===== config.mk =====
export PLATFORM = sky130hd
export DESIGN_NAME = timer_cc
export DESIGN_NICKNAME = d
export VERILOG_FILES = /design/src/timer_cc_pkg.sv /design/src/chan_edge_sync.sv /design/src/timer_cc.sv
export VERILOG_INCLUDE_DIRS = /design/src /design/src/src
export SDC_FILE = /design/constraint.sdc
export NUM_CORES = 1
export LEC_CHECK = 0
export BUFFER_PORTS_ARGS = -buffer_cell sky130_fd_sc_hd__buf_2
export CORE_MARGIN = 5
export CORE_UTILIZATION = 48
export DETAILED_ROUTE_END_ITERATION = 6
export PLACE_DENSITY = 0.77
export SETUP_SLACK_MARGIN = 0.1
export SYNTH_ARGS = -nofsm -noshare
export SYNTH_HDL_FRONTEND = slang
export SYNTH_SLANG_ARGS = --single-unit

===== constraint.sdc =====
create_clock -name mclk -period 6.4 [get_ports mclk]
set_input_delay 0.64 -clock mclk [delete_from_list [all_inputs] [get_ports mclk]]
set_output_delay 0.64 -clock mclk [all_outputs]
set_load 0.02 [all_outputs]

===== src/timer_cc_defines.svh =====
// Function
// - counter byte read snapshots both bytes
// - snapshot held until both bytes read
// - counter byte write resets counter anytime
// - counter write also clears snapshot state
// - mode bits pick capture/compare when edge-aligned; pwm modes leave pin idle
// - capture edge copies counter into value
// - capture edge selectable rising, falling, both
// - capture value byte reads are coherent
// - status/control write resets read sequence
// - capture event sets channel event flag
// - compare match sets, clears or toggles pin
// - compare value moves after both bytes
// - status/control write restarts write sequence
// - compare match sets channel event flag
// - status/control write discards pending value bytes
// - zero modulus means free run wrap
`ifndef TIMER_CC_DEFINES_SVH
`define TIMER_CC_DEFINES_SVH

`define CHAN_NUM 2

// ----------------------------------------
// register byte addresses
// ----------------------------------------
`define A_CTRL 8'h00
`define A_MOD 8'h04
`define A_CNT_HI 8'h08
`define A_CNT_LO 8'h0c
`define A_IRQ_STAT 8'h10
`define A_IRQ_MASK 8'h14
`define A_CH_BASE 8'h20
`define CH_STRIDE 8'h10
`define CH_SC 8'h00
`define CH_VH 8'h04
`define CH_VL 8'h08

// ----------------------------------------
// field positions
// ----------------------------------------
`define CTRL_CALIGN 0
`define SC_FLAG 7
`define SC_IE 6
`define SC_MODE_HI 5
`define SC_MODE_LO 4
`define SC_EDGE_HI 3
`define SC_EDGE_LO 2

// ----------------------------------------
// reset values
// ----------------------------------------
`define CNT_RST 16'h0000
`define MOD_RST 16'h0000
`define MASK_RST 2'h0

`endif


===== src/timer_cc_pkg.sv =====
`default_nettype none
`include "timer_cc_defines.svh"
package timer_cc_pkg;

  typedef enum logic [1:0] {
    MODE_CAPTURE = 2'b00,
    MODE_COMPARE = 2'b01,
    MODE_PWM_A = 2'b10,
    MODE_PWM_B = 2'b11
  } mode_t;

  typedef struct packed {
    logic flag;
    logic ie;
    mode_t mode;
    logic [1:0] edge_sel;
    logic [15:0] val;
    logic [15:0] rbuf;
    logic [1:0] rgot;
    logic [15:0] wbuf;
    logic [1:0] wgot;
    logic pin;
    logic oe;
  } chan_t;

  typedef struct packed {
    logic [15:0] cnt;
    logic [15:0] modulus;
    logic calign;
    logic [15:0] cbuf;
    logic [1:0] cgot;
    chan_t [`CHAN_NUM-1:0] ch;
    logic [`CHAN_NUM-1:0] irq_stat;
    logic [`CHAN_NUM-1:0] irq_mask;
    logic [31:0] prdata;
    logic pready;
    logic pslverr;
    logic irq;
  } state_t;

  typedef struct packed {
    logic s1;
    logic s2;
    logic prev;
  } edge_t;

endpackage
`default_nettype wire


===== src/chan_edge_sync.sv =====
`default_nettype none
module chan_edge_sync (
  input wire logic mclk,
  input wire logic srst,
  input wire logic pin,
  output logic rise,
  output logic fall
);
  timer_cc_pkg::edge_t st_ff;
  timer_cc_pkg::edge_t nxt_st;

  // two flops before use; s1 feeds only s2
  always_comb begin
    nxt_st.s1 = pin;
    nxt_st.s2 = st_ff.s1;
    nxt_st.prev = st_ff.s2;
    if (srst) begin
      nxt_st = '0;
    end
  end

  always_ff @(posedge mclk) begin
    st_ff <= nxt_st;
  end

  // edges compare synchronised level with its previous value
  assign rise = st_ff.s2 & ~st_ff.prev;
  assign fall = ~st_ff.s2 & st_ff.prev;
endmodule
`default_nettype wire


===== src/timer_cc.sv =====
// The address map and the APB slave port were decided locally.
`default_nettype none
`include "timer_cc_defines.svh"
module timer_cc #(
  parameter int NCH = `CHAN_NUM
) (
  input wire logic mclk,
  input wire logic srst,
  input wire logic psel,
  input wire logic penable,
  input wire logic pwrite,
  input wire logic [7:0] paddr,
  input wire logic [31:0] pwdata,
  output logic [31:0] prdata,
  output logic pready,
  output logic pslverr,
  output logic irq,
  input wire logic [NCH-1:0] chan_in,
  output logic [NCH-1:0] chan_out,
  output logic [NCH-1:0] chan_oe
);
  timer_cc_pkg::state_t st_ff;
  timer_cc_pkg::state_t nxt_st;
  logic [NCH-1:0] rise;
  logic [NCH-1:0] fall;
  logic acc;
  logic wr;
  logic rd;
  logic hit;
  logic cnt_wr;
  logic [NCH-1:0] wr_sc;
  logic [NCH-1:0] wr_vh;
  logic [NCH-1:0] ev;
  logic [15:0] tmp;
  logic [1:0] g;

  // ----------------------------------------
  // functions
  // ----------------------------------------
  // byte address of a channel register
  function automatic logic [7:0] chan_addr(input int i, input logic [7:0] off);
    chan_addr = `A_CH_BASE + 8'(i) * `CH_STRIDE + off;
  endfunction

  // pick the high or low byte of a word
  function automatic logic [7:0] pick_byte(input logic [15:0] v,
                                           input logic hi);
    pick_byte = hi ? v[15:8] : v[7:0];
  endfunction

  // mark one byte done; both done returns the sequence to idle
  function automatic logic [1:0] got_step(input logic [1:0] got,
                                          input logic hi);
    logic [1:0] s;
    s = got | (hi ? 2'b10 : 2'b01);
    got_step = (s == 2'b11) ? 2'b00 : s;
  endfunction

  // ----------------------------------------
  // pin synchronisers
  // ----------------------------------------
  for (genvar gi = 0; gi < NCH; gi++) begin : g_sync
    chan_edge_sync u_sync (
      .mclk(mclk),
      .srst(srst),
      .pin(chan_in[gi]),
      .rise(rise[gi]),
      .fall(fall[gi])
    );
  end

  // ----------------------------------------
  // next state
  // ----------------------------------------
  // one wait state: the access is acted on at its first edge, so prdata
  // comes straight from a flop when pready rises
  always_comb begin
    nxt_st = st_ff;
    acc = psel & penable & ~st_ff.pready;
    wr = acc & pwrite;
    rd = acc & ~pwrite;
    hit = 1'b0;
    cnt_wr = 1'b0;
    wr_sc = '0;
    wr_vh = '0;
    ev = '0;
    tmp = 16'h0000;
    g = 2'b00;
    nxt_st.pready = 1'b0;
    nxt_st.pslverr = 1'b0;

    // counter: zero modulus runs the full 16-bit range
    if (st_ff.modulus != 16'h0000 && st_ff.cnt == st_ff.modulus) begin
      nxt_st.cnt = 16'h0000;
    end else begin
      nxt_st.cnt = st_ff.cnt + 16'h0001;
    end

    // register access
    if (acc) begin
      nxt_st.pready = 1'b1;
      nxt_st.prdata = 32'h0000_0000;
      if (paddr == `A_CTRL) begin
        hit = 1'b1;
        if (wr) begin
          nxt_st.calign = pwdata[`CTRL_CALIGN];
        end
        nxt_st.prdata[`CTRL_CALIGN] = st_ff.calign;
      end
      if (paddr == `A_MOD) begin
        hit = 1'b1;
        if (wr) begin
          nxt_st.modulus = pwdata[15:0];
        end
        nxt_st.prdata[15:0] = st_ff.modulus;
      end
      if (paddr == `A_CNT_HI || paddr == `A_CNT_LO) begin
        hit = 1'b1;
        if (wr) begin
          // data is ignored; the count restarts from zero
          cnt_wr = 1'b1;
          nxt_st.cnt = 16'h0000;
          nxt_st.cgot = 2'b00;
        end else begin
          // fresh snapshot only when no byte of the old one is pending
          tmp = (st_ff.cgot == 2'b00) ? st_ff.cnt : st_ff.cbuf;
          nxt_st.cbuf = tmp;
          nxt_st.prdata[7:0] = pick_byte(tmp, paddr == `A_CNT_HI);
          nxt_st.cgot = got_step(st_ff.cgot, paddr == `A_CNT_HI);
        end
      end
      if (paddr == `A_IRQ_STAT) begin
        hit = 1'b1;
        nxt_st.prdata[NCH-1:0] = st_ff.irq_stat;
        if (rd) begin
          nxt_st.irq_stat = '0;
        end
      end
      if (paddr == `A_IRQ_MASK) begin
        hit = 1'b1;
        if (wr) begin
          nxt_st.irq_mask = pwdata[NCH-1:0];
        end
        nxt_st.prdata[NCH-1:0] = st_ff.irq_mask;
      end
      for (int i = 0; i < NCH; i++) begin
        if (paddr == chan_addr(i, `CH_SC)) begin
          hit = 1'b1;
          if (wr) begin
            wr_sc[i] = 1'b1;
            // flag clears by writing 0, writing 1 leaves it
            nxt_st.ch[i].flag = st_ff.ch[i].flag & pwdata[`SC_FLAG];
            nxt_st.ch[i].ie = pwdata[`SC_IE];
            nxt_st.ch[i].mode = timer_cc_pkg::mode_t'(
              pwdata[`SC_MODE_HI:`SC_MODE_LO]);
            nxt_st.ch[i].edge_sel = pwdata[`SC_EDGE_HI:`SC_EDGE_LO];
            nxt_st.ch[i].rgot = 2'b00;
            nxt_st.ch[i].wgot = 2'b00;
          end
          nxt_st.prdata[`SC_FLAG] = st_ff.ch[i].flag;
          nxt_st.prdata[`SC_IE] = st_ff.ch[i].ie;
          nxt_st.prdata[`SC_MODE_HI:`SC_MODE_LO] = st_ff.ch[i].mode;
          nxt_st.prdata[`SC_EDGE_HI:`SC_EDGE_LO] = st_ff.ch[i].edge_sel;
        end
        if (paddr == chan_addr(i, `CH_VH) ||
            paddr == chan_addr(i, `CH_VL)) begin
          hit = 1'b1;
          if (wr) begin
            // bytes gather in a buffer; active value moves on the second
            wr_vh[i] = (paddr == chan_addr(i, `CH_VH));
            tmp = st_ff.ch[i].wbuf;
            if (wr_vh[i]) begin
              tmp[15:8] = pwdata[7:0];
            end else begin
              tmp[7:0] = pwdata[7:0];
            end
            nxt_st.ch[i].wbuf = tmp;
            g = st_ff.ch[i].wgot | (wr_vh[i] ? 2'b10 : 2'b01);
            if (g == 2'b11) begin
              nxt_st.ch[i].val = tmp;
              nxt_st.ch[i].wgot = 2'b00;
            end else begin
              nxt_st.ch[i].wgot = g;
            end
          end else begin
            // both bytes latched on the first read of either
            if (st_ff.ch[i].rgot == 2'b00) begin
              tmp = st_ff.ch[i].val;
            end else begin
              tmp = st_ff.ch[i].rbuf;
            end
            nxt_st.ch[i].rbuf = tmp;
            nxt_st.prdata[7:0] = pick_byte(tmp,
              paddr == chan_addr(i, `CH_VH));
            nxt_st.ch[i].rgot = got_step(st_ff.ch[i].rgot,
              paddr == chan_addr(i, `CH_VH));
          end
        end
      end
      if (!hit) begin
        nxt_st.pslverr = 1'b1;
      end
    end

    // channel events, applied after the bus so that a set wins a clear
    for (int i = 0; i < NCH; i++) begin
      nxt_st.ch[i].oe = 1'b0;
      if (!st_ff.calign) begin
        case (st_ff.ch[i].mode)
          timer_cc_pkg::MODE_CAPTURE: begin
            if ((st_ff.ch[i].edge_sel[0] & rise[i]) |
                (st_ff.ch[i].edge_sel[1] & fall[i])) begin
              nxt_st.ch[i].val = st_ff.cnt;
              ev[i] = 1'b1;
            end
          end
          timer_cc_pkg::MODE_COMPARE: begin
            nxt_st.ch[i].oe = (st_ff.ch[i].edge_sel != 2'b00);
            if (st_ff.cnt == st_ff.ch[i].val) begin
              ev[i] = 1'b1;
              case (st_ff.ch[i].edge_sel)
                2'b01: nxt_st.ch[i].pin = ~st_ff.ch[i].pin;
                2'b10: nxt_st.ch[i].pin = 1'b0;
                2'b11: nxt_st.ch[i].pin = 1'b1;
                default: nxt_st.ch[i].pin = st_ff.ch[i].pin;
              endcase
            end
          end
          default: begin
            // pwm modes have no logic in this design; output enable held low, pin left idle
            nxt_st.ch[i].oe = 1'b0;
          end
        endcase
      end
      if (ev[i]) begin
        nxt_st.ch[i].flag = 1'b1;
        nxt_st.irq_stat[i] = 1'b1;
      end
    end

    // request from sticky status under mask, or from flag with enable
    nxt_st.irq = 1'b0;
    for (int i = 0; i < NCH; i++) begin
      if ((nxt_st.ch[i].flag & nxt_st.ch[i].ie) |
          (nxt_st.irq_stat[i] & nxt_st.irq_mask[i])) begin
        nxt_st.irq = 1'b1;
      end
    end

    if (srst) begin
      nxt_st = '0;
      nxt_st.cnt = `CNT_RST;
      nxt_st.modulus = `MOD_RST;
      nxt_st.irq_mask = `MASK_RST;
    end
  end

  always_ff @(posedge mclk) begin
    st_ff <= nxt_st;
  end

  // ----------------------------------------
  // outputs
  // ----------------------------------------
  assign prdata = st_ff.prdata;
  assign pready = st_ff.pready;
  assign pslverr = st_ff.pslverr;
  assign irq = st_ff.irq;

  always_comb begin
    for (int i = 0; i < NCH; i++) begin
      chan_out[i] = st_ff.ch[i].pin;
      chan_oe[i] = st_ff.ch[i].oe;
    end
  end

  // ----------------------------------------
  // assertions
  // ----------------------------------------
  AST_CNT_WRITE_ZERO: assert property (@(posedge mclk) disable iff (srst)
    cnt_wr |=> st_ff.cnt == 16'h0000)
    else $error("counter not zero after count write");

  AST_CNT_WRITE_SEQ: assert property (@(posedge mclk) disable iff (srst)
    cnt_wr |=> st_ff.cgot == 2'b00 ##1 st_ff.cnt == 16'h0001)
    else $error("count write left snapshot state or miscounted");

  AST_SNAP_TAKE: assert property (@(posedge mclk) disable iff (srst)
    (rd && paddr == `A_CNT_HI && st_ff.cgot == 2'b00)
    |=> st_ff.cbuf == $past(st_ff.cnt) && st_ff.cgot == 2'b10
        && st_ff.prdata[7:0] == $past(st_ff.cnt[15:8]))
    else $error("counter snapshot not taken on first byte read");

  AST_SNAP_HOLD: assert property (@(posedge mclk) disable iff (srst)
    (st_ff.cgot != 2'b00 && !cnt_wr) |=> $stable(st_ff.cbuf))
    else $error("snapshot changed while a byte was pending");

  AST_FREE_WRAP: assert property (@(posedge mclk) disable iff (srst)
    (st_ff.modulus == 16'h0000 && st_ff.cnt == 16'hffff && !cnt_wr)
    |=> st_ff.cnt == 16'h0000)
    else $error("free running counter did not wrap");

  AST_CAPTURE0: assert property (@(posedge mclk) disable iff (srst)
    (!st_ff.calign && st_ff.ch[0].mode == timer_cc_pkg::MODE_CAPTURE
     && st_ff.ch[0].edge_sel[0] && rise[0])
    |=> st_ff.ch[0].val == $past(st_ff.cnt) && st_ff.ch[0].flag
        && st_ff.irq_stat[0])
    else $error("capture did not store count and flag");

  AST_SC_RESETS: assert property (@(posedge mclk) disable iff (srst)
    wr_sc[0] |=> st_ff.ch[0].rgot == 2'b00 && st_ff.ch[0].wgot == 2'b00)
    else $error("status write did not reset byte sequences");

  AST_WBUF_FIRST: assert property (@(posedge mclk) disable iff (srst)
    (wr_vh[0] && st_ff.ch[0].wgot == 2'b00 && !ev[0])
    |=> $stable(st_ff.ch[0].val) && st_ff.ch[0].wgot == 2'b10)
    else $error("single value byte reached active register");

  AST_CMP_SET0: assert property (@(posedge mclk) disable iff (srst)
    (!st_ff.calign && st_ff.ch[0].mode == timer_cc_pkg::MODE_COMPARE
     && st_ff.ch[0].edge_sel == 2'b11 && st_ff.cnt == st_ff.ch[0].val)
    |=> chan_out[0] && chan_oe[0] && st_ff.ch[0].flag)
    else $error("compare match did not set pin and flag");

  AST_IRQ_LEVEL: assert property (@(posedge mclk) disable iff (srst)
    (st_ff.ch[0].flag && st_ff.ch[0].ie) |-> irq)
    else $error("enabled flag without interrupt");
endmodule
`default_nettype wire


==> summary.md <==
| Metric | Value |
|---|---|
| Status | `finished, final reports clean` |
| Worst slew pin tran | `between 1000 and 1500 ps` |
| Post-route antenna net violation count | `0` |
| Worst Hold Launch | `chan_in[1]` |
| CP Cell Sequence | `buf_2 -> nor4b_4 -> and2_1 -> nand2_1 -> o211ai_1 -> o221ai_1 -> a2111oi_0` |
| Hpwl dp | `between 15000 and 20000 um` |
| Leakage | `4.05 nW` |
| Arr. time, crit path | `3390 ps` |
| Clock network power share | `0.452` |
| Multiplexer share of the synthesized area | `0.0847` |
| Clk slew on worst S/H paths | `70 ps` |
| Crit-path max cell delay | `approximately 850 ps` |
| Synth warnings | `0` |
| Post-synthesis xor/xnor area fraction | `0.0553` |
| FP Rows | `53` |
| Die Width | `approximately 160 um` |
| Achievable Freq | `~320 MHz` |
| Post-route minimum period | `just over 3000 ps` |
| Slew HR | `0.231` |
| Cell Area, Synth | `around 0.010 sq mm` |
| Initial antenna violation count | `0` |
| Die area | `approximately 0.024 sq mm` |
| Setup Skew | `between 9 and 10 ps` |
| Final Cell Area | `roughly 0.011 sq mm` |
| N_diodes | `0` |
| Placer Congestion | `around 0.97` |
| Critical path endpoint category | `flip-flop` |
| Largest family of logic cells by synthesized area | `simple AND/OR/NAND/NOR gates` |
| Layout cells sized above 1 | `0.113` |
| Drt pass-1 iters | `5` |
| Clock buffer depth | `2` |
| Synth Register Bits | `200` |
| Seq/Total Area, Yosys | `0.396` |
| Max VDD drop | `approximately 0.15 mV` |
| Post CTS Setup Buffer Count | `0` |
| Mean post-synth cell area | `slightly above 8 sq um` |
| Residual DRC | `0` |
| Clock latency on the worst-skew pair | `440 ps` |
| Worst Setup SP | `paddr[2]` |
| Most used flip-flop cell after synthesis | `dfxtp_1` |
| Io pins | `between 80 and 90` |
| Number of distinct library cells after synthesis | `65` |
| Routed WL per cell | `19.3 um` |
| Setup crit start kind | `input pin` |
| H-tree Lvls | `4` |
| Initial core utilization | `0.484` |
| Pint | `~1.9 mW` |
| Pwr per Cell Area | `~230 mW/mm^2` |
| # port buffers | `53` |
| Hold Path Class | `input pin to flip-flop` |
| Fraction of registers with async set/reset | `0` |
| # resized after CTS | `0` |
| RSZ-0062 raised after global routing | `no` |
| DR iter-0 viols | `1149` |
| Reg power frac | `0.499` |
| Setup TNS | `0 ps` |
| Max stage delay cell, worst path | `and2_1` |
| # hold bufs at CTS | `0` |
| Total core area | `roughly 0.021 sq mm` |
| Combinational share of power | `0.049` |
| Largest net degree at the start of global routing | `123` |
| Worst EP required | `6710 ps` |
| Final Max Tran Viols | `0` |
| WS Path Type | `input pin to flip-flop` |
| Via/cell ratio | `~6` |
| Clk sink count | `200` |
| GRT Residual Overflow | `0` |
| Setup-failing EPs final | `0` |
| Vias in the first global route | `~8000` |
| Post-synthesis adder-cell area fraction | `0.00124` |
| Num CTS Buffers | `17` |
| Final #Nets | `between 1000 and 1500` |
| Post-Synth Simple-Gate Area | `0.240` |
| Switching Share | `0.239` |
| Crit-path max FO | `29` |
| Complex-gate fraction of the synthesized area | `0.157` |
| Commonest cells after routing, fill and taps aside | `nand2_1 (200), dfxtp_1 (200), nor2_1 (144), a21oi_1 (109), mux2i_1 (80)` |
| Post-synth EDFFs | `0` |
| CTS tree | `yes` |
| Hold Fails Final Rpt | `0` |
| Final wirelength | `around 29000 um` |
| Fin crit share | `0.481` |
| Switch Pwr | `between 0.6 and 0.7 mW` |
| GRT Util Overall | `0.236` |
| Cell count after synthesis | `about 1200` |
| Reg2reg start | `pready` |
| Max-cap viol count | `0` |
| Synth-to-Final Area Change | `7.63%` |
| Die height | `between 150 and 200 um` |
| Placed Area | `0.0103 sq mm` |
| First-pass GRT wire length | `between 40000 and 50000 um` |
| Root Driver | `clkbuf_16` |
| Vias | `8909` |
cell type report:
class                           instances  area (sq um)
Clock buffer                           20           457
Timing Repair Buffer                   69           392
Inverter                                1          3.75
Multi-Input combinational cell        926          5530
Tap cell                              275           344
Clock inverter                         12           164
Sequential cell                       200          4000
Fill cell                            1884         10000
power groups by stage:
stage	logic [mW]	clock network [mW]	registers [mW]
global route	0.132	1.20	1.26
finish	0.124	1.14	1.26
detailed placement	0.121	0	1.29
global placement	0.120	0	1.29
CTS	0.121	1.15	1.26
floorplan	0.0934	0	1.28
worst max-delay path: cells and delay by family:
| kind | cells | cell delay (ps) |
|---|---|---|
| simple gates | 3 | 1620 |
| compound gates | 3 | 790 |
| buf+inv | 1 | 330 |
per-stage QoR:
stage | total power, mW | cells | util | setup WS [ps] | hold slack, ps
6_report | 2.53 | 1503 | 0.521 | 3320 | 402
5_1_grt | 2.60 | 1503 | 0.521 | 3170 | 401
4_1_cts | 2.53 | 1503 | 0.521 | 3360 | 393
3_5_place_dp | 1.41 | 1471 | 0.492 | 2880 | 420
3_3_place_gp | 1.41 | 1471 | 0.492 | 2990 | 416
2_1_floorplan | 1.38 | 1257 | - | 3840 | 414
path summary, 6_finish.rpt:
kind                               end  slack, ps  depth (start not counted)
max                          prdata[5]       3320                          7
min reg2reg  g_sync[0].u_sync.st_ff[1]        440                          1
min          g_sync[1].u_sync.st_ff[2]        400                          2
max reg2reg                 st_ff[133]       3430                          5
layer usage:
layer,global-route usage,up-vias,part of all wire
li1,-,4232,-
met5,0,-,0
met4,0.100,0,0.036
met1,0.323,4150,0.42
met3,0.0517,72,0.10
met2,0.361,455,0.44
sequential cells by signal (all words and copies together) (netlist names):
| name | cells |
|---|---|
| prdata | 16 |
| st_ff | 171 |
| chan_out | 2 |
| chan_oe | 2 |
| pslverr | 1 |
| g_sync.u_sync.st_ff | 6 |
| irq | 1 |
| pready | 1 |
kinds of logic after synthesis:
| logic type | count (synthesis) |
|---|---|
| XOR/XNOR | 63 |
| multiplexers | 84 |
| AO/OA/AOI/OAI | 241 |
| adder cells (fa/ha/maj) | 1 |
| AND/OR/NAND/NOR | 521 |
| flip-flops | 200 |
| other | 1 |
| buffers and inverters | 131 |
synth_stat cells, drive strengths merged (18+ instances only):
cell | number | share of area
dfxtp | 200 | 0.40
a21oi | 111 | 0.055
xor2 | 53 | 0.047
a211oi | 42 | 0.031
mux2i | 80 | 0.079
nand2 | 201 | 0.075
nand3 | 80 | 0.040
o211ai | 19 | 0.014
nor4 | 18 | 0.015
clkbuf | 72 | 0.027
nor2 | 149 | 0.057
buf | 58 | 0.038
Power figures use the tool's default switching activity.
